<file path="src/design/ibma_pkg.sv">
`default_nettype none
package ibma_pkg;

    // ---------------------------------------------------------------
    // register map
    // ---------------------------------------------------------------
    localparam logic [11:0] IBMA_CTRL_OFS = 12'h104;
    localparam logic [11:0] IBMA_STAT_OFS = 12'h110;

    // control register field positions
    localparam int IBMA_CTRL_EN_BIT = 31;
    localparam int IBMA_CTRL_DACHK_BIT = 30;
    localparam int IBMA_CTRL_RST_BIT = 29;
    localparam int IBMA_CTRL_PRIO_LSB = 22;
    localparam int IBMA_CTRL_PORT_LSB = 16;
    localparam int IBMA_CTRL_TAG_LSB = 0;

    // control register reset values and the reserved port code
    localparam logic [1:0] IBMA_PRIO_RST = 2'h1;
    localparam logic [2:0] IBMA_PORT_RST = 3'h6;
    localparam logic [2:0] IBMA_PORT_RSVD = 3'h7;
    localparam logic [15:0] IBMA_TAG_RST = 16'h40fe;

    // status register field positions and reset value
    localparam int IBMA_STAT_GOOD_BIT = 31;
    localparam int IBMA_STAT_TXD_BIT = 30;
    localparam int IBMA_STAT_EXD_BIT = 29;
    localparam int IBMA_STAT_EDA_BIT = 14;
    localparam int IBMA_STAT_EFMT_BIT = 13;
    localparam int IBMA_STAT_ECODE_BIT = 12;
    localparam int IBMA_STAT_ECMD_BIT = 11;
    localparam int IBMA_STAT_ESIZE_BIT = 10;
    localparam int IBMA_STAT_LOC_LSB = 0;
    localparam logic [31:0] IBMA_STAT_RST = 32'h0000_0000;

    // ---------------------------------------------------------------
    // frame layout and limits
    // ---------------------------------------------------------------
    localparam logic [8:0] IBMA_POS_DA_END = 9'd6;
    localparam logic [8:0] IBMA_POS_TAG = 9'd13;
    localparam logic [8:0] IBMA_POS_FMT = 9'd15;
    localparam logic [8:0] IBMA_POS_CODE = 9'd17;
    localparam logic [8:0] IBMA_POS_CMD = 9'd18;
    localparam logic [8:0] IBMA_POS_MAX = 9'h1ff;
    localparam logic [8:0] IBMA_MAX_FRAME_BYTES = 9'd320;
    localparam logic [2:0] IBMA_CMD_LAST_BYTE = 3'd7;
    localparam logic [15:0] IBMA_ACC_FORMAT = 16'h9800;
    localparam logic [15:0] IBMA_ACC_CODE_A = 16'h0001;
    localparam logic [15:0] IBMA_ACC_CODE_B = 16'h0002;
    localparam logic [7:0] IBMA_CMD_END = 8'h00;
    localparam logic [7:0] IBMA_CMD_READ = 8'h01;
    localparam logic [7:0] IBMA_CMD_WRITE = 8'h02;

    // strap: synchroniser depth before the strap level is trusted
    localparam logic [1:0] IBMA_STRAP_SETTLE = 2'd2;

    // ---------------------------------------------------------------
    // carriers
    // ---------------------------------------------------------------
    typedef enum logic [2:0] {
        IBMA_ST_IDLE,
        IBMA_ST_HDR,
        IBMA_ST_SKIP,
        IBMA_ST_EXEC,
        IBMA_ST_RESP,
        IBMA_ST_TXWAIT
    } ibma_state_t;

    typedef struct packed {
        logic valid;
        logic sof;
        logic eof;
        logic [2:0] port;
        logic [7:0] data;
    } ibma_rx_t;

    typedef struct packed {
        logic valid;
        logic [7:0] code;
        logic [23:0] addr;
        logic [31:0] data;
    } ibma_cmd_t;

    typedef struct packed {
        logic start;
        logic [1:0] queue;
        logic [2:0] port;
    } ibma_resp_t;

    typedef struct packed {
        logic wr;
        logic rd;
        logic [11:0] addr;
        logic [31:0] wdata;
    } ibma_reg_req_t;

endpackage
`default_nettype wire

</file>
<file path="src/design/ibma_strap_sync.sv">
`timescale 1ns/1ps
`default_nettype none
module ibma_strap_sync (
    input wire logic core_clk_i,
    input wire logic resetn_i,
    input wire logic strap_i,
    output logic take_o,
    output logic level_o
);
    import ibma_pkg::*;

    typedef struct packed {
        logic s1;
        logic s2;
        logic [1:0] cnt;
        logic done;
        logic take;
        logic level;
    } ibma_strap_st_t;

    ibma_strap_st_t r, nxt;

    // ---------------------------------------------------------------
    // two-flop sync, then one capture pulse after reset release
    // ---------------------------------------------------------------
    always_comb begin
        nxt = r;
        nxt.s1 = strap_i;
        nxt.s2 = r.s1;
        nxt.take = 1'b0;
        if (!r.done) begin
            if (r.cnt == IBMA_STRAP_SETTLE) begin
                nxt.take = 1'b1;
                nxt.level = r.s2;
                nxt.done = 1'b1;
            end else begin
                nxt.cnt = r.cnt + 2'd1;
            end
        end
    end

    // state register
    always_ff @(posedge core_clk_i or negedge resetn_i) begin
        if (!resetn_i) begin
            r <= '0;
        end else begin
            r <= nxt;
        end
    end

    assign take_o = r.take;
    assign level_o = r.level;
endmodule
`default_nettype wire

</file>
<file path="src/design/ibma_core.sv">
// Function
// - enable bit 31 loads from the port-7 receive-valid strap after reset
// - control bit 30 turns on destination address compare; mismatches discarded
// - writing control bit 29 resets the command engine; bit clears itself
// - responses go to the transmit queue in control bits 23:22, reset 01
// - control bits 18:16 pick the single command port; 111 is reserved
// - command frames carry the type value of control bits 15:0, reset 40fe
// - status bit 31 sets when a valid command frame arrives
// - status bit 30 sets once the response frame has been sent
// - status bit 29 sets only after all commands of a frame finished
// - done and error flags clear on a new frame with matching type value
// - with address check on, bit 14 flags a destination address mismatch
// - access format must be 9800; otherwise status bit 13 sets
// - access code must be 0001 or 0002; otherwise status bit 12 sets
// - status bit 11 sets on an unrecognised command code
// - frames above 320 bytes set status bit 10 and get no response
// - status bits 6:0 locate the unrecognised command while bit 11 is set
// - own address spans six byte registers, first holding bits 47:40
`timescale 1ns/1ps
`default_nettype none
module ibma_core (
    input wire logic core_clk_i,
    input wire logic resetn_i,
    input wire logic port7_receive_valid_strap_i,
    input wire logic [47:0] switch_mac_addr_i,
    input wire ibma_pkg::ibma_reg_req_t reg_req_i,
    input wire ibma_pkg::ibma_rx_t rx_i,
    input wire logic cmd_ack_i,
    input wire logic resp_sent_i,
    output logic [31:0] reg_rdata_o,
    output logic frame_claim_o,
    output ibma_pkg::ibma_cmd_t cmd_o,
    output ibma_pkg::ibma_resp_t resp_o
);
    import ibma_pkg::*;

    parameter int PEND_W = 6;
    // refuse counter widths the logic cannot serve
    if (PEND_W < 1 || PEND_W > 16) begin : g_pend_w_check
        $error("PEND_W out of range");
    end

    // ---------------------------------------------------------------
    // state record
    // ---------------------------------------------------------------
    typedef struct packed {
        ibma_state_t st;
        logic en;
        logic dachk;
        logic rst;
        logic [1:0] prio;
        logic [2:0] port;
        logic [15:0] tag;
        logic good;
        logic txd;
        logic exd;
        logic e_da;
        logic e_fmt;
        logic e_code;
        logic e_cmd;
        logic e_size;
        logic [6:0] loc;
        logic [8:0] cnt;
        logic [7:0] last;
        logic da_bad;
        logic claimed;
        logic [63:0] cw;
        logic [2:0] cb;
        logic [6:0] cidx;
        logic cmd_stop;
        logic [PEND_W-1:0] pend;
        logic [31:0] rdata;
        logic claim;
        ibma_cmd_t cmd;
        ibma_resp_t resp;
    } ibma_core_st_t;

    ibma_core_st_t r, r_nxt;
    logic strap_take;
    logic strap_level;

    // ---------------------------------------------------------------
    // helpers
    // ---------------------------------------------------------------
    function automatic logic [7:0] mac_byte(input logic [47:0] mac, input logic [8:0] idx);
        logic [7:0] b;
        b = 8'h00;
        for (int i = 0; i < 6; i++) begin
            if (idx == 9'(i)) begin
                b = mac[47 - 8 * i -: 8];
            end
        end
        return b;
    endfunction

    function automatic logic is_known_cmd(input logic [7:0] code);
        return (code == IBMA_CMD_READ) || (code == IBMA_CMD_WRITE);
    endfunction

    function automatic logic port_selected(input logic [2:0] sel, input logic [2:0] port);
        return (sel != IBMA_PORT_RSVD) && (sel == port);
    endfunction

    function automatic logic [31:0] ctrl_word(input ibma_core_st_t s);
        logic [31:0] w;
        w = 32'h0000_0000;
        w[IBMA_CTRL_EN_BIT] = s.en;
        w[IBMA_CTRL_DACHK_BIT] = s.dachk;
        w[IBMA_CTRL_RST_BIT] = s.rst;
        w[IBMA_CTRL_PRIO_LSB +: 2] = s.prio;
        w[IBMA_CTRL_PORT_LSB +: 3] = s.port;
        w[IBMA_CTRL_TAG_LSB +: 16] = s.tag;
        return w;
    endfunction

    function automatic logic [31:0] stat_word(input ibma_core_st_t s);
        logic [31:0] w;
        w = IBMA_STAT_RST;
        w[IBMA_STAT_GOOD_BIT] = s.good;
        w[IBMA_STAT_TXD_BIT] = s.txd;
        w[IBMA_STAT_EXD_BIT] = s.exd;
        w[IBMA_STAT_EDA_BIT] = s.e_da;
        w[IBMA_STAT_EFMT_BIT] = s.e_fmt;
        w[IBMA_STAT_ECODE_BIT] = s.e_code;
        w[IBMA_STAT_ECMD_BIT] = s.e_cmd;
        w[IBMA_STAT_ESIZE_BIT] = s.e_size;
        w[IBMA_STAT_LOC_LSB +: 7] = s.loc;
        return w;
    endfunction

    // ---------------------------------------------------------------
    // strap capture
    // ---------------------------------------------------------------
    ibma_strap_sync u_strap (
        .core_clk_i(core_clk_i),
        .resetn_i(resetn_i),
        .strap_i(port7_receive_valid_strap_i),
        .take_o(strap_take),
        .level_o(strap_level)
    );

    // ---------------------------------------------------------------
    // next-state logic
    // ---------------------------------------------------------------
    always_comb begin
        logic [8:0] pos;
        logic [15:0] fld;
        logic [63:0] cw;
        logic take;
        logic issue;
        logic hdr_ok;
        pos = rx_i.sof ? 9'd0 : r.cnt;
        fld = {r.last, rx_i.data};
        cw = {r.cw[55:0], rx_i.data};
        issue = 1'b0;
        r_nxt = r;
        r_nxt.cmd.valid = 1'b0;
        r_nxt.resp.start = 1'b0;
        r_nxt.rst = 1'b0;
        hdr_ok = r.claimed && !r.e_da && !r.e_fmt && !r.e_code;
        // only accepted port; a new frame starts only when enabled
        take = rx_i.valid && port_selected(r.port, rx_i.port) && ((r.st == IBMA_ST_HDR)
            || ((r.st == IBMA_ST_IDLE) && rx_i.sof && r.en));

        // register writes; software bits, the strap load
        if (strap_take) begin
            r_nxt.en = strap_level;
        end
        if (reg_req_i.wr && reg_req_i.addr == IBMA_CTRL_OFS) begin
            r_nxt.en = reg_req_i.wdata[IBMA_CTRL_EN_BIT];
            r_nxt.dachk = reg_req_i.wdata[IBMA_CTRL_DACHK_BIT];
            r_nxt.rst = reg_req_i.wdata[IBMA_CTRL_RST_BIT];
            r_nxt.prio = reg_req_i.wdata[IBMA_CTRL_PRIO_LSB +: 2];
            r_nxt.port = reg_req_i.wdata[IBMA_CTRL_PORT_LSB +: 3];
            r_nxt.tag = reg_req_i.wdata[IBMA_CTRL_TAG_LSB +: 16];
        end

        // frame byte processing
        if (take) begin
            r_nxt.st = IBMA_ST_HDR;
            r_nxt.cnt = (pos == IBMA_POS_MAX) ? pos : pos + 9'd1;
            r_nxt.last = rx_i.data;
            if (rx_i.sof) begin
                r_nxt.da_bad = 1'b0;
                r_nxt.claimed = 1'b0;
                r_nxt.cb = 3'd0;
                r_nxt.cidx = 7'd0;
                r_nxt.cmd_stop = 1'b0;
            end
            // own address compare, byte 0 against bits 47:40
            if (pos < IBMA_POS_DA_END && r.dachk
                && rx_i.data != mac_byte(switch_mac_addr_i, pos)) begin
                r_nxt.da_bad = 1'b1;
            end
            if (pos == IBMA_POS_TAG) begin
                if (fld == r.tag) begin
                    r_nxt.claimed = 1'b1;
                    r_nxt.claim = 1'b1;
                    r_nxt.good = 1'b0;
                    r_nxt.txd = 1'b0;
                    r_nxt.exd = 1'b0;
                    r_nxt.e_fmt = 1'b0;
                    r_nxt.e_code = 1'b0;
                    r_nxt.e_cmd = 1'b0;
                    r_nxt.e_size = 1'b0;
                    r_nxt.loc = 7'd0;
                    r_nxt.e_da = r.da_bad;
                end else begin
                    r_nxt.st = IBMA_ST_SKIP;
                end
            end
            if (pos == IBMA_POS_FMT && r.claimed && fld != IBMA_ACC_FORMAT) begin
                r_nxt.e_fmt = 1'b1;
            end
            if (pos == IBMA_POS_CODE && r.claimed
                && fld != IBMA_ACC_CODE_A && fld != IBMA_ACC_CODE_B) begin
                r_nxt.e_code = 1'b1;
            end
            // command words: code, 24-bit address, 32-bit data
            if (pos >= IBMA_POS_CMD && hdr_ok && !r.cmd_stop) begin
                r_nxt.cw = cw;
                r_nxt.cb = r.cb + 3'd1;
                if (r.cb == IBMA_CMD_LAST_BYTE) begin
                    r_nxt.cidx = r.cidx + 7'd1;
                    if (cw[63:56] == IBMA_CMD_END) begin
                        r_nxt.cmd_stop = 1'b1;
                    end else if (is_known_cmd(cw[63:56])) begin
                        issue = 1'b1;
                        r_nxt.cmd = '{valid: 1'b1, code: cw[63:56], addr: cw[55:32],
                                      data: cw[31:0]};
                    end else begin
                        r_nxt.e_cmd = 1'b1;
                        r_nxt.loc = r.cidx;
                        r_nxt.cmd_stop = 1'b1;
                    end
                end
            end
            if (pos >= IBMA_MAX_FRAME_BYTES && r.claimed) begin
                r_nxt.e_size = 1'b1;
            end
            if (rx_i.eof) begin
                r_nxt.claim = 1'b0;
                if (!r_nxt.claimed || r_nxt.e_da || r_nxt.e_size) begin
                    r_nxt.st = IBMA_ST_IDLE;
                end else begin
                    r_nxt.st = IBMA_ST_EXEC;
                    r_nxt.good = !r_nxt.e_fmt && !r_nxt.e_code;
                end
            end
        end else if (r.st == IBMA_ST_SKIP && rx_i.valid && rx_i.eof
            && port_selected(r.port, rx_i.port)) begin
            r_nxt.st = IBMA_ST_IDLE;
        end

        // outstanding command count
        if (issue && !cmd_ack_i) begin
            r_nxt.pend = r.pend + PEND_W'(1);
        end else if (!issue && cmd_ack_i && r.pend != '0) begin
            r_nxt.pend = r.pend - PEND_W'(1);
        end

        // execution wait, response launch, transmit wait
        case (r.st)
            IBMA_ST_EXEC: begin
                if (r.pend == '0) begin
                    r_nxt.exd = !r.e_fmt && !r.e_code && !r.e_cmd;
                    r_nxt.resp = '{start: 1'b1, queue: r.prio, port: r.port};
                    r_nxt.st = IBMA_ST_RESP;
                end
            end
            IBMA_ST_RESP: begin
                r_nxt.st = IBMA_ST_TXWAIT;
                if (resp_sent_i) begin
                    r_nxt.txd = 1'b1;
                    r_nxt.st = IBMA_ST_IDLE;
                end
            end
            IBMA_ST_TXWAIT: begin
                if (resp_sent_i) begin
                    r_nxt.txd = 1'b1;
                    r_nxt.st = IBMA_ST_IDLE;
                end
            end
            default: begin
            end
        endcase

        // engine reset, one cycle after the write
        if (r.rst) begin
            r_nxt.st = IBMA_ST_IDLE;
            r_nxt.cnt = 9'd0;
            r_nxt.pend = '0;
            r_nxt.claim = 1'b0;
            r_nxt.claimed = 1'b0;
            r_nxt.cmd_stop = 1'b0;
            r_nxt.cmd.valid = 1'b0;
            r_nxt.resp.start = 1'b0;
        end

        // register read data, one cycle latency
        r_nxt.rdata = 32'h0000_0000;
        if (reg_req_i.rd) begin
            if (reg_req_i.addr == IBMA_CTRL_OFS) begin
                r_nxt.rdata = ctrl_word(r);
            end else if (reg_req_i.addr == IBMA_STAT_OFS) begin
                r_nxt.rdata = stat_word(r);
            end
        end
    end

    // ---------------------------------------------------------------
    // state register
    // ---------------------------------------------------------------
    always_ff @(posedge core_clk_i or negedge resetn_i) begin
        if (!resetn_i) begin
            r <= '0;
            r.st <= IBMA_ST_IDLE;
            r.prio <= IBMA_PRIO_RST;
            r.port <= IBMA_PORT_RST;
            r.tag <= IBMA_TAG_RST;
        end else begin
            r <= r_nxt;
        end
    end

    // outputs straight from the state record
    assign reg_rdata_o = r.rdata;
    assign frame_claim_o = r.claim;
    assign cmd_o = r.cmd;
    assign resp_o = r.resp;
endmodule
`default_nettype wire

</file>
<file path="config.mk">
export PLATFORM = sky130hd
export DESIGN_NAME = ibma_core
export DESIGN_NICKNAME = d
export VERILOG_FILES = /design/src/design/ibma_pkg.sv /design/src/design/ibma_strap_sync.sv /design/src/design/ibma_core.sv
export SDC_FILE = /design/constraint.sdc
export NUM_CORES = 1
export LEC_CHECK = 0
export ABC_AREA = 1
export BUFFER_PORTS_ARGS = -buffer_cell sky130_fd_sc_hd__buf_2
export CAP_MARGIN = 20
export CELL_PAD_IN_SITES_DETAIL_PLACEMENT = 0
export CELL_PAD_IN_SITES_GLOBAL_PLACEMENT = 2
export CORE_MARGIN = 2
export CORE_UTILIZATION = 30
export DETAILED_ROUTE_END_ITERATION = 8
export PLACE_DENSITY_LB_ADDON = 0.15
export REMOVE_ABC_BUFFERS = 1
export SLEW_MARGIN = 10
export SYNTH_ARGS = -nofsm -noshare
export SYNTH_HDL_FRONTEND = slang
export SYNTH_SLANG_ARGS = --single-unit
</file>
<file path="constraint.sdc">
create_clock -name core_clk_i -period 3 [get_ports core_clk_i]
set_input_delay 0.45 -clock core_clk_i [delete_from_list [all_inputs] [get_ports core_clk_i]]
set_output_delay 0.45 -clock core_clk_i [all_outputs]
set_load 0.005 [all_outputs]
</file>
After elaboration in Yosys (flattened, before gate mapping)
Cells that the tools add are included.
Cells by class
  add/sub/neg operators: 6
  magnitude comparators: 3
  equal/unequal tests: 27
  muxes and demuxes: 83
  bitwise gates (word level): 3
  reductions and logical operators: 63
Operator list (count)
  2-to-1 mux 65 bit: 4
  2-to-1 mux 108 bit: 1
  2-to-1 mux 32 bit: 3
  2-to-1 mux 75 bit: 1
  2-to-1 mux 66 bit: 1
  2-to-1 mux 8 bit: 8
  2-to-1 mux 15 bit: 3
  2-to-1 mux 7 bit: 5
  2-to-1 mux 1 bit: 33
  logical AND 1 bit: 28
  2-to-1 mux 3 bit: 9
  2-to-1 mux 9 bit: 3
  equality test 12 x 9 -> 1 bit (second input constant): 2
  2-to-1 mux 24 bit: 1
  2-to-1 mux 6 bit: 4
  equality test 9 x 2 -> 1 bit (second input constant): 2
  equality test 9 x 3 -> 1 bit (second input constant): 2
  equality test 9 x 4 -> 1 bit (second input constant): 2
  equality test 16 bit: 1
  != test 16 x 1 -> 1 bit (second input constant): 1
  != test 16 bit (second input constant): 1
  != test 16 x 2 -> 1 bit (second input constant): 1
  AND reduction 2 bit: 6
  2-to-1 mux 11 bit: 1
  36 further kinds: 62
Storage, ports and cells
  register bits after elaboration: 253
  bits of input ports: 113
  logic and storage cells: 225

Logic depth before layout (Yosys ltp)
Gate-level depths: netlist (run 1).
  word-level depth: 15
  mapped depth: 21

Cells and area by module
Synthesis (run 1) repeated with hierarchy kept, for this count alone.
Second synthesis, totals
  cells, all modules: 1355
  area total of the unflattened synthesis: 11588.6 um2
Modules (own cells, without submodules)
  ibma_core: times used 1, cells an instance 1331, area an instance 11334.6 um2
  ibma_strap_sync: times used 1, cells an instance 24, area an instance 254.0 um2

Worst setup path after synthesis (run 1)
OpenSTA, ideal clock, no wires.
  path type: reg2reg
  start: register r[236] in the netlist's numbering
  end: register r[109] in the netlist's numbering
  arrival time: 2.859 ns
  data required time: 2.873 ns
  slack: 0.014 ns
  cell stages (with the launch flop): 20
  buffers on the path: 0
  period minus slack after synthesis: 2.986 ns
  cell sequence: dfstp_2 inv_1 nand2_1 o21ai_0 a21oi_1 nand2_1 nor2_2 nand2_2 nor2_4 nand2_4 or2_4 ha_1 a21oi_1 nand2_1 nand2_1 nand2_1 a21oi_1 xor2_1 xnor2_1 o22ai_1
Between the ends
  cells in the longest elaborated chain, start to end: 9
  elaborated cells on any way between the ends: 13
  those cells by class: eq/ne (2); mux (3); reduce/logical (8)
RTL lines
  from (decl): line ibma_core.sv:78  | ibma_core_st_t r, r_nxt;
  from (signal assigned): line ibma_core.sv:322  | r <= r_nxt;
  != test 3 bit / equality test 3 bit (equally long branches): line ibma_core.sv:101  | return (sel != IBMA_PORT_RSVD) && (sel == port);
  logical AND 1 bit (*): line ibma_core.sv:101
  logical AND 1 bit (*) (2 in a row): line ibma_core.sv:162  | take = rx_i.valid && port_selected(r.port, rx_i.port) && ((r.st == IBMA_ST_HDR)
  2-to-1 mux 1 bit (*): line ibma_core.sv:179  | if (take) begin
  logical NOT 1 bit: line ibma_core.sv:258  | end else if (!issue && cmd_ack_i && r.pend != '0) begin
  logical AND 1 bit (2 in a row): line ibma_core.sv:258
  nonzero test 3 bit (no line)
Every way passes the cells marked *; elsewhere a longest branch is shown, timed or not.
A chain may end at the register's enable or synchronous reset.

Final worst setup path (run 1)
Ends and elaborated chain as after synthesis.

==> results of run 1 <==
==> path summary, 6_finish.rpt <==
check	startpoint	to	slack, ns	cells after the start
worst max-delay path	r[236]$_DFFE_PN1P_	r[109]$_DFFE_PN0P_	0.13	19
worst min-delay path	reg_req_i[29]	r[240]$_DFF_PN0_	0.09	3
worst max register to register	r[236]$_DFFE_PN1P_	r[109]$_DFFE_PN0P_	0.13	19
worst min register to register	u_strap.nxt[5]$_DFF_PN0_	u_strap.r[5]$_DFF_PN0_	0.35	0
max in group asynchronous	resetn_i	r[233]$_DFFE_PN1P_	1.73	3
min in group asynchronous	resetn_i	cmd_o[38]$_DFFE_PN0P_	0.41	2
==> cells in the final DEF (no fill, tap or decap), types with 7 or more instances in the layout <==
cell type,netlist,routed
nor4_1,14,13
inv_1,177,177
nor2_1,62,62
a21oi_1,44,42
nand2_2,8,9
nand2_1,303,301
o32ai_1,15,15
buf_4,104,65
o22ai_1,15,15
inv_2,7,7
dfrtp_1,226,226
dfstp_2,11,11
conb_1,1,8
o21ai_1,7,7
buf_2,13,199
ha_1,11,9
clkbuf_16,0,29
nand4_1,13,13
nor3_1,10,10
clkbuf_1,25,10
o21ai_0,175,175
nand3_1,56,55
xor2_1,10,10
==> worst max-delay path: stages, from the launching register on <==
cell     delay [ns]
dfstp_2        0.53
inv_1          0.05
nand2_1        0.04
o21ai_0        0.07
a21oi_1        0.15
nand2_2        0.15
nor2_4         0.17
nand2_4        0.07
nor2_4         0.10
nand2_4        0.06
or2_4          0.25
ha_4           0.24
a21oi_2        0.15
nand2_1        0.08
nand2_2        0.07
nand2_1        0.06
a21oi_2        0.12
xor2_1         0.19
xnor2_1        0.13
o22ai_1        0.08
==> power breakdown <==
group	internal, µW	leakage (µW)	switching, µW
Sequential	3250	0.00306	55.5
Combinational	308	0.00356	340
Clock	2200	0.000480	1450
Total	5750	0.00710	1850
==> stage by stage <==
step | hold WS, ns | total power, µW | setup TNS, ns | worst slack, ns
final | 0.0887 | 7600 | 0 | 0.130
after global routing | 0.0711 | 7930 | -0.121 | -0.0915
after CTS | 0.0591 | 7680 | 0 | 0.0197
after detailed placement | 0.342 | 3950 | -4.30 | -0.207
after global placement | 0.334 | 3950 | -3.68 | -0.138
after floorplan | 0.154 | 3630 | -53.97 | -2.01
==> sequential cells by signal, summed over array words and instances (netlist names) <==
signal / cells
u_strap.take_o: 1
reg_rdata_o: 24
u_strap.r: 4
resp_o: 6
cmd_o: 65
r: 134
u_strap.nxt: 1
u_strap.level_o: 1
frame_claim_o: 1
==> per-layer routing <==
metal / vias to the layer above / wire (µm) / GRT usage, %
met1: 4272 / 15600 / 23.2
met2: 214 / 14800 / 26.6
met4: 10 / 815 / 4.44
met3: 57 / 2270 / 4.44
met5: - / 57 / 0
li1: 4609 / - / -
==> cell type report <==
type                            count  area (µm²)
Multi-Input combinational cell    800        4010
Clock inverter                      9         138
Tap cell                          511         639
Inverter                          186         701
Timing Repair Buffer              271        1590
Sequential cell                   237        5940
Clock buffer                       45         846
Fill cell                        4061       23900
Antenna cell                        1        2.50
==> what timing repair did <==
action	4_1_cts	5_1_grt
endpoints found under the hold margin	59	0
hold buffers	2	0
pin swaps	0	4
endpoints found under the setup margin	1	31
setup buffers	0	2
gates cloned	0	0
resized for setup	4	6
==> kinds of logic (layout without fill, tap and decap cells) <==
logic type / Yosys count / after routing / share of synthesized area [%]
xor gates and xnor gates: 16 / 16 / 1.21
DFF: 237 / 237 / 51.5
buffers and inverters: 331 / 511 / 14.4
AOI/OAI and AO/OA: 273 / 273 / 12.9
and+or+nand+nor: 491 / 491 / 18.5
other: 1 / 9 / 0.0325
adders and majority gates: 12 / 12 / 1.37
==> flow_summary.yaml, run 1 <==
drt:
  wl_per_cell_um: 16.3
  final_antenna_net_count: 0
  num_vias: 9162
  drc_errors: 0
  drt_iter0_drc: 429
  wirelength_um: 33600
  viasPerCell: 4.45
  drt_first_pass_iters: 4
place:
  place_area_um2: 12800
  post-dp-hpwl_um: 24600
  gp_congestion: 0.843
  port_buffers: 200
  dp_cells: 2001
logic_synthesis:
  synth_top_area_cell: "dfrtp_1"
  ys_ff_latch: 237
  synth_flop_cell: "dfrtp_1"
  synthDistinctLibCells: 52
  yosysTopAreaCellShare_pct: 49.0
  avgSynthCellArea_um2: 8.48
  synth_cells: 1361
  synth_common_cells: "303 x nand2_1, 226 x dfrtp_1, 177 x inv_1"
  ys_top_cells_by_area: "dfrtp_1 49%, nand2_1 9.9%, o21ai_0 7.6%, buf_4 6.8%, inv_1 5.8%"
  synthArstFlopShare_pct: 100
  seq_area_frac_synth_pct: 51.5
  yosys.cell_count.top_type: "nand2_1"
  synth_edf_count: 0
  yosysWarnings: 0
  netlist_area_um2: 11500
layout:
  stdcell_count: 2060
  utilization_pct: 36.7
  fin_nets: 1650
  fin_area_um2: 13900
  syn_to_final_growth_pct: 20.2
  drive_gt1_share_pct: 23.7
cts:
  clk_pin_slew_ns: 0.06
  tritoncts: "done"
  clock_sinks: 237
  ctsRootBufferMaster: "clkbuf_16"
  clock_latency_ns: 0.58
  h-tree-depth: 1
  clock_path_buffers: 3
  cts_buffers: 29
power_and_ir_drop:
  vdd_drop_max_mv: 0.401
  p_per_area_nw_per_um2: 548
  p_leak_uw: 0.00710
grt:
  grt_pass1_vias: 9154
  grt_pass1_wl_um: 52100
  antenna_found_initial: 7
  grt_max_degree: 94
  grt_overflow: 0
  grt_usage_pct: 16.9
sta:
  min_period_ns: 2.87
  final_max_slew_viol_count: 0
  slew_headroom_pct: 46.9
  fin_worst_skew_ns: 0.0211
  fmax_ghz: 0.348
  final_hold_viol_count: 0
  finalCritPeriodShare_pct: 95.7
  rsz0062_at_grt: "true"
  tightest_slew_ns: 0.797
  setup_viol: 0
worst_setup_path:
  critPathLaunchType: "register"
  endpoint_kind: "register"
  crit_arrival_ns: 3.33
  path_max_fanout: 4
  crit_type: "reg2reg"
  cp.required_ns: 3.46
die:
  fp.dieArea_um2: 40000
  fp.dieH_um: 200
  coreArea_um2: 37800
  num_io_pins: 217
  die_w_um: 200
  rows: 71
  start_util_pct: 30.6
status:
  status: "complete, no violations"
run:
  drv_cap: 0
hold_path:
  hold_class: "in2reg"
(Power assumes the default switching activity.)
==> run 2: changes to the inputs <==
--- a/config.mk
+++ b/config.mk
@@ -5,13 +5,12 @@
 export SDC_FILE = /design/constraint.sdc
 export NUM_CORES = 1
 export LEC_CHECK = 0
-export ABC_AREA = 1
 export BUFFER_PORTS_ARGS = -buffer_cell sky130_fd_sc_hd__buf_2
-export CAP_MARGIN = 20
+export CAP_MARGIN = 25
 export CELL_PAD_IN_SITES_DETAIL_PLACEMENT = 0
 export CELL_PAD_IN_SITES_GLOBAL_PLACEMENT = 2
 export CORE_MARGIN = 2
-export CORE_UTILIZATION = 30
+export CORE_UTILIZATION = 33
 export DETAILED_ROUTE_END_ITERATION = 8
 export PLACE_DENSITY_LB_ADDON = 0.15
 export REMOVE_ABC_BUFFERS = 1
==> flow_summary.yaml, run 2 <==
status:
  status: "complete, but fails checks"
  failed_checks: "setup timing"
worst_setup_path:
  cp.required_ns: 3.40
  crit_type: "reg2reg"
  r2r_end: "r[109]$_DFFE_PN0P_"
  path_common_cell: "a21oi_2"
  reg2regPathDepth: 15
  cp.buffers_inverters: 1
  crit_family: "simple AND/OR/NAND/NOR gates"
  crit_arrival_ns: 3.63
  cpPeakStageDelay_ns: 0.55
  r2r_start: "r[236]$_DFFE_PN1P_"
  critPathLaunchType: "register"
  endpoint_kind: "register"
  reg2reg_slack_ns: -0.23
  path_max_fanout: 2
  slowest_stage: "dfstp_2"
  crit_chain: "xnor2_2, nand4b_1, or4_4, or3_4, nor2_4, inv_2, ha_4, a21o_1, a21oi_2, o21bai_1, a21oi_2, nor3_2, a21oi_1, xor2_1, nor2_1"
cts:
  clock_sinks: 237
  cts_buffers: 27
  ctsRootBufferMaster: "clkbuf_16"
  tritoncts: "done"
  clk_pin_slew_ns: 0.06
  clock_path_buffers: 3
  clock_latency_ns: 0.55
  h-tree-depth: 1
sta:
  final_hold_viol_count: 0
  min_period_ns: 3.23
  worst_slack_ns: -0.229
  slew_headroom_pct: 44.3
  finalCritPeriodShare_pct: 108
  setup_viol: 2
  fin_worst_skew_ns: 0.0200
  tightest_slew_ns: 0.827
  rsz0062_at_grt: "true"
  final_max_slew_viol_count: 0
  fmax_ghz: 0.310
logic_synthesis:
  synth_flop_cell: "dfrtp_1"
  yosysTopAreaCellShare_pct: 50.0
  yosys.cell_count.top_type: "dfrtp_1"
  ys_ff_latch: 237
  seq_area_frac_synth_pct: 52.5
  avgSynthCellArea_um2: 11.6
  synth_top_area_cell: "dfrtp_1"
  synthDistinctLibCells: 76
  ys_top_cells_by_area: "dfrtp_1 50%, mux2_2 10%, buf_4 6.9%, mux2_1 3.9%, nand2_1 2.7%"
  yosysWarnings: 0
  synthArstFlopShare_pct: 100
  synth_cells: 977
  netlist_area_um2: 11300
  synth_common_cells: "226 x dfrtp_1, 105 x mux2_2, 104 x buf_4"
  synth_edf_count: 0
layout:
  drive_gt1_share_pct: 41.6
  diodes: 0
  final_common_cell: "dfrtp_1"
  syn_to_final_growth_pct: 21.0
  fin_nets: 1280
  multi_input_area_um2: 4480
  final_cell_mix: "226 x dfrtp_1, 199 x buf_2, 105 x mux2_2, 86 x buf_4, 82 x nand2_1"
  fillCellCount: 3348
  fin_area_um2: 13700
  utilization_pct: 40.7
  stdcell_count: 1624
  layout.area.seq_um2: 5940
  largest_reg_flops: 134
  top_register: "r"
power_and_ir_drop:
  vdd_drop_max_mv: 0.394
  p_leak_uw: 0.00705
  p_per_area_nw_per_um2: 576
place:
  dp_cells: 1570
  place_ws_ns: -0.585
  port_buffers: 200
  gp_congestion: 0.767
  post-dp-hpwl_um: 21000
  place_area_um2: 12600
drt:
  wl_per_cell_um: 18.0
  final_antenna_net_count: 0
  drt_iter0_drc: 288
  viasPerCell: 4.71
  wirelength_um: 29200
  num_vias: 7656
  drc_errors: 0
  drt_first_pass_iters: 5
grt:
  antenna_found_initial: 3
  grt_usage_pct: 16.3
  grt_pass1_vias: 7855
  grt_pass1_wl_um: 46000
  grt_use_met2_pct: 25.9
  grt_max_degree: 74
  grt_most_used_layer: "met2"
  met3_usage_pct: 2.95
  grt_overflow: 0
  grt_use_met1_pct: 23.4
hold_path:
  hold_class: "in2reg"
  min_from: "port7_receive_valid_strap_i"
  worstHoldPathCells: 1
  holdPathEnd: "u_strap.nxt[5]$_DFF_PN0_"
die:
  num_io_pins: 217
  fp.dieH_um: 189
  rows: 67
  die_w_um: 189
  coreArea_um2: 33600
  start_util_pct: 33.7
  fp.dieArea_um2: 35800
run:
  drv_cap: 0
-- run 2: changes by cell type after synthesis, moves of 12 or more --
cell and change:
o21ai_0 -137, a22o_1 +19, and2_1 +15, o32ai_1 -12, inv_1 -164, a21oi_1 -15
mux2_1 +39, nor2_1 -13, nand2_1 -221, mux2_2 +105, nand3_1 -44, nor2b_1 +12
-- run 2: area by class of cell --
cell class                      count  area share, %
Sequential cell                   237           43.4
Multi-Input combinational cell    582           32.7
Timing Repair Buffer              294           12.9
Clock buffer                       39           5.56
Tap cell                          448           4.09
Clock inverter                     11          0.941
Inverter                           13          0.356
-- run 2: power by group --
part,switching [µW],total (µW),internal (µW)
logic,581,1170,585
clock network,1360,3300,1940
registers,112,3420,3300
-- run 2: worst max-delay path by stage --
stage	end	cells after the start	from	slack, ns
after detailed placement	r[109]$_DFFE_PN0P_	16	rx_i[9]	-0.59
after CTS	r[109]$_DFFE_PN0P_	15	r[236]$_DFFE_PN1P_	-0.21
after global placement	r[109]$_DFFE_PN0P_	16	rx_i[10]	-0.54
after global routing	r[109]$_DFFE_PN0P_	15	r[236]$_DFFE_PN1P_	-0.38
final	r[109]$_DFFE_PN0P_	15	r[236]$_DFFE_PN1P_	-0.23
after floorplan	r[109]$_DFFE_PN0P_	15	r[202]$_DFFE_PN0P_	-2.93
-- run 2: metrics by stage --
stage | hold slack [ns] | total power, µW | setup TNS [ns]
CTS | 0.00775 | 7930 | -0.271
floorplan | 0.154 | 3970 | -128.56
global placement | 0.334 | 4500 | -2.24
global route | 0.00857 | 8270 | -0.585
finish | 0.0275 | 7880 | -0.264
detailed placement | 0.346 | 4510 | -2.63
-- run 2: timing repair --
item                       in CTS  in global routing
gates resized for setup        11                 18
pin swaps                      10                  7
hold endpoints to repair       36                  0
setup endpoints to repair       6                  6
hold buffers                    1                  0
buffers inserted                3                  2
-- run 2: kinds of logic after synthesis --
kind of cell | share of synthesized area, %
compound gates | 9.24
xor+xnor | 2.17
fa+ha+maj | 1.39
buf+inv | 9.50
flops | 52.5
mux | 14.5
other cells | 0.0331
simple gates | 10.6
-- run 2: routing by layer --
| layer | vias up | wire length (µm) |
|---|---|---|
| li1 | 3685 | - |
| met1 | 3750 | 14100 |
| met2 | 178 | 13100 |
| met3 | 37 | 1480 |
| met4 | 6 | 375 |
| met5 | - | 34 |
-- run 2: worst reg2reg max path, cell delays in order, from the launching register on --
cell      delay, ns
dfstp_2        0.55
xnor2_2        0.11
nand4b_1       0.17
or4_4          0.51
or3_4          0.36
nor2_4         0.10
inv_2          0.06
ha_4           0.20
a21o_1         0.18
a21oi_2        0.17
o21bai_1       0.09
a21oi_2        0.16
nor3_2         0.05
a21oi_1        0.16
xor2_1         0.15
nor2_1         0.05
==> run 3: changes to the inputs <==
--- a/config.mk
+++ b/config.mk
@@ -14,6 +14,7 @@
 export DETAILED_ROUTE_END_ITERATION = 8
 export PLACE_DENSITY_LB_ADDON = 0.15
 export REMOVE_ABC_BUFFERS = 1
+export SKIP_CTS_REPAIR_TIMING = 1
 export SLEW_MARGIN = 10
 export SYNTH_ARGS = -nofsm -noshare
 export SYNTH_HDL_FRONTEND = slang
==> flow_summary.yaml, run 3 (synthesis results as in run 2) <==
cts:
  clock_sinks: 237
  clk_pin_slew_ns: 0.06
  clock_latency_ns: 0.55
  h-tree-depth: 1
  ctsRootBufferMaster: "clkbuf_16"
  tritoncts: "done"
  cts_buffers: 27
  clock_path_buffers: 3
worst_setup_path:
  path_common_cell: "a21oi_2"
  crit_chain: "xnor2_2, nand4b_1, or4_4, or3_4, nor2_4, inv_2, buf_6, ha_4, a21oi_4, o21bai_1, a21oi_2, buf_4, a21oi_2, xor2_1, nor2_1"
  reg2regPathDepth: 15
  crit_arrival_ns: 3.67
  r2r_start: "r[236]$_DFFE_PN1P_"
  reg2reg_slack_ns: -0.27
  r2r_end: "r[109]$_DFFE_PN0P_"
  cp-endpoint: "r[109]$_DFFE_PN0P_"
  slowest_stage: "dfstp_2"
  crit_type: "reg2reg"
  cp.required_ns: 3.40
  path_max_fanout: 4
  endpoint_kind: "register"
  cpPeakStageDelay_ns: 0.55
  crit_path_start: "r[236]$_DFFE_PN1P_"
  critPathLaunchType: "register"
grt:
  grt_overflow: 0
  antenna_found_initial: 3
  grt_max_degree: 74
  grt_pass1_vias: 7841
  grt_pass1_wl_um: 46000
  grt_usage_pct: 16.3
run:
  drv_cap: 0
layout:
  syn_to_final_growth_pct: 20.8
  top_register: "r"
  fin_nets: 1279
  utilization_pct: 40.7
  largest_reg_flops: 134
  drive_gt1_share_pct: 41.4
  stdcell_count: 1624
  final_common_cell: "dfrtp_1"
  fin_area_um2: 13700
  final_cell_mix: "226 x dfrtp_1, 199 x buf_2, 105 x mux2_2, 87 x buf_4, 82 x nand2_1"
place:
  port_buffers: 200
  post-dp-hpwl_um: 21000
  place_area_um2: 12600
  gp_congestion: 0.767
  dp_cells: 1570
status:
  status: "complete, but fails checks"
  failed_checks: "setup timing"
sta:
  slew_headroom_pct: 36.5
  fin_worst_skew_ns: 0.0228
  fmax_ghz: 0.306
  rsz0062_at_grt: "true"
  final_max_slew_viol_count: 0
  tightest_slew_ns: 0.953
  finalCritPeriodShare_pct: 109
  worst_slack_ns: -0.270
  finalHoldWorstSlack_ns: 0.0265
  final_hold_viol_count: 0
  setup_viol: 4
  min_period_ns: 3.27
die:
  num_io_pins: 217
  die_w_um: 189
  rows: 67
  coreArea_um2: 33600
  fp.dieArea_um2: 35800
  fp.dieH_um: 189
  start_util_pct: 33.7
drt:
  final_antenna_net_count: 0
  viasPerCell: 4.71
  drt_first_pass_iters: 5
  wirelength_um: 29200
  wl_per_cell_um: 18.0
  num_vias: 7650
  drc_errors: 0
  drt_iter0_drc: 311
power_and_ir_drop:
  vdd_drop_max_mv: 0.386
  total_power_uw: 7890
  p_leak_uw: 0.00703
  p_per_area_nw_per_um2: 577
hold_path:
  worstHoldPathCells: 1
  hold_class: "in2reg"
run 3: changes by cell type in the layout (fill, tap and decap cells not counted):
cell     change
a21oi_1      -1
a21oi_4      +1
buf_4        +1
buf_6        -2
diode_2      +1
xnor2_1      +2
xnor2_2      -2
run 3: area by class of cell:
cell class                      instances  area [µm²]
Antenna cell                            1        2.50
Inverter                               13        48.8
Clock inverter                         11         129
Multi-Input combinational cell        582        4470
Fill cell                            3356       19900
Sequential cell                       237        5940
Tap cell                              448         561
Clock buffer                           39         761
Timing Repair Buffer                  293        1760
run 3: per-layer routing:
layer,vias up,global-route usage (%),share of wire [%]
met5,-,0,0.12
met4,6,3.22,1.3
met3,35,2.95,4.7
met2,171,25.8,45
met1,3754,23.3,48
li1,3684,-,-
run 3: worst min path at each step:
stage | from | end | slack, ns
after floorplan | resetn_i | cmd_o[0]$_DFFE_PN0P_ | 0.15
after global placement | u_strap.nxt[5]$_DFF_PN0_ | u_strap.r[5]$_DFF_PN0_ | 0.33
after detailed placement | u_strap.nxt[5]$_DFF_PN0_ | u_strap.r[5]$_DFF_PN0_ | 0.35
after CTS | resetn_i | cmd_o[44]$_DFFE_PN0P_ | -0.23
after global routing | port7_receive_valid_strap_i | u_strap.nxt[5]$_DFF_PN0_ | 0.009
final | port7_receive_valid_strap_i | u_strap.nxt[5]$_DFF_PN0_ | 0.03
run 3: report_power, final:
part / internal (µW) / total [µW] / leakage (µW) / switching (µW)
Sequential: 3300 / 3420 / 0.00321 / 114
Combinational: 585 / 1170 / 0.00338 / 585
Clock: 1940 / 3300 / 0.000433 / 1350
run 3: worst max-delay path: cells and delay by family (launching register included):
| family | cells | cell delay [ns] |
|---|---|---|
| AO/OA/AOI/OAI | 4 | 0.45 |
| XOR/XNOR | 2 | 0.25 |
| adder cells (fa/ha/maj) | 1 | 0.28 |
| buffers and inverters | 3 | 0.33 |
| flip-flops | 1 | 0.55 |
| AND/OR/NAND/NOR | 5 | 1.27 |
run 3: through the flow:
step	TNS (ns)	setup WS, ns
final	-0.561	-0.270
after global routing	-1.73	-0.436
after CTS	-1.67	-0.560
after detailed placement	-2.63	-0.585
after global placement	-2.24	-0.541
after floorplan	-128.56	-2.93
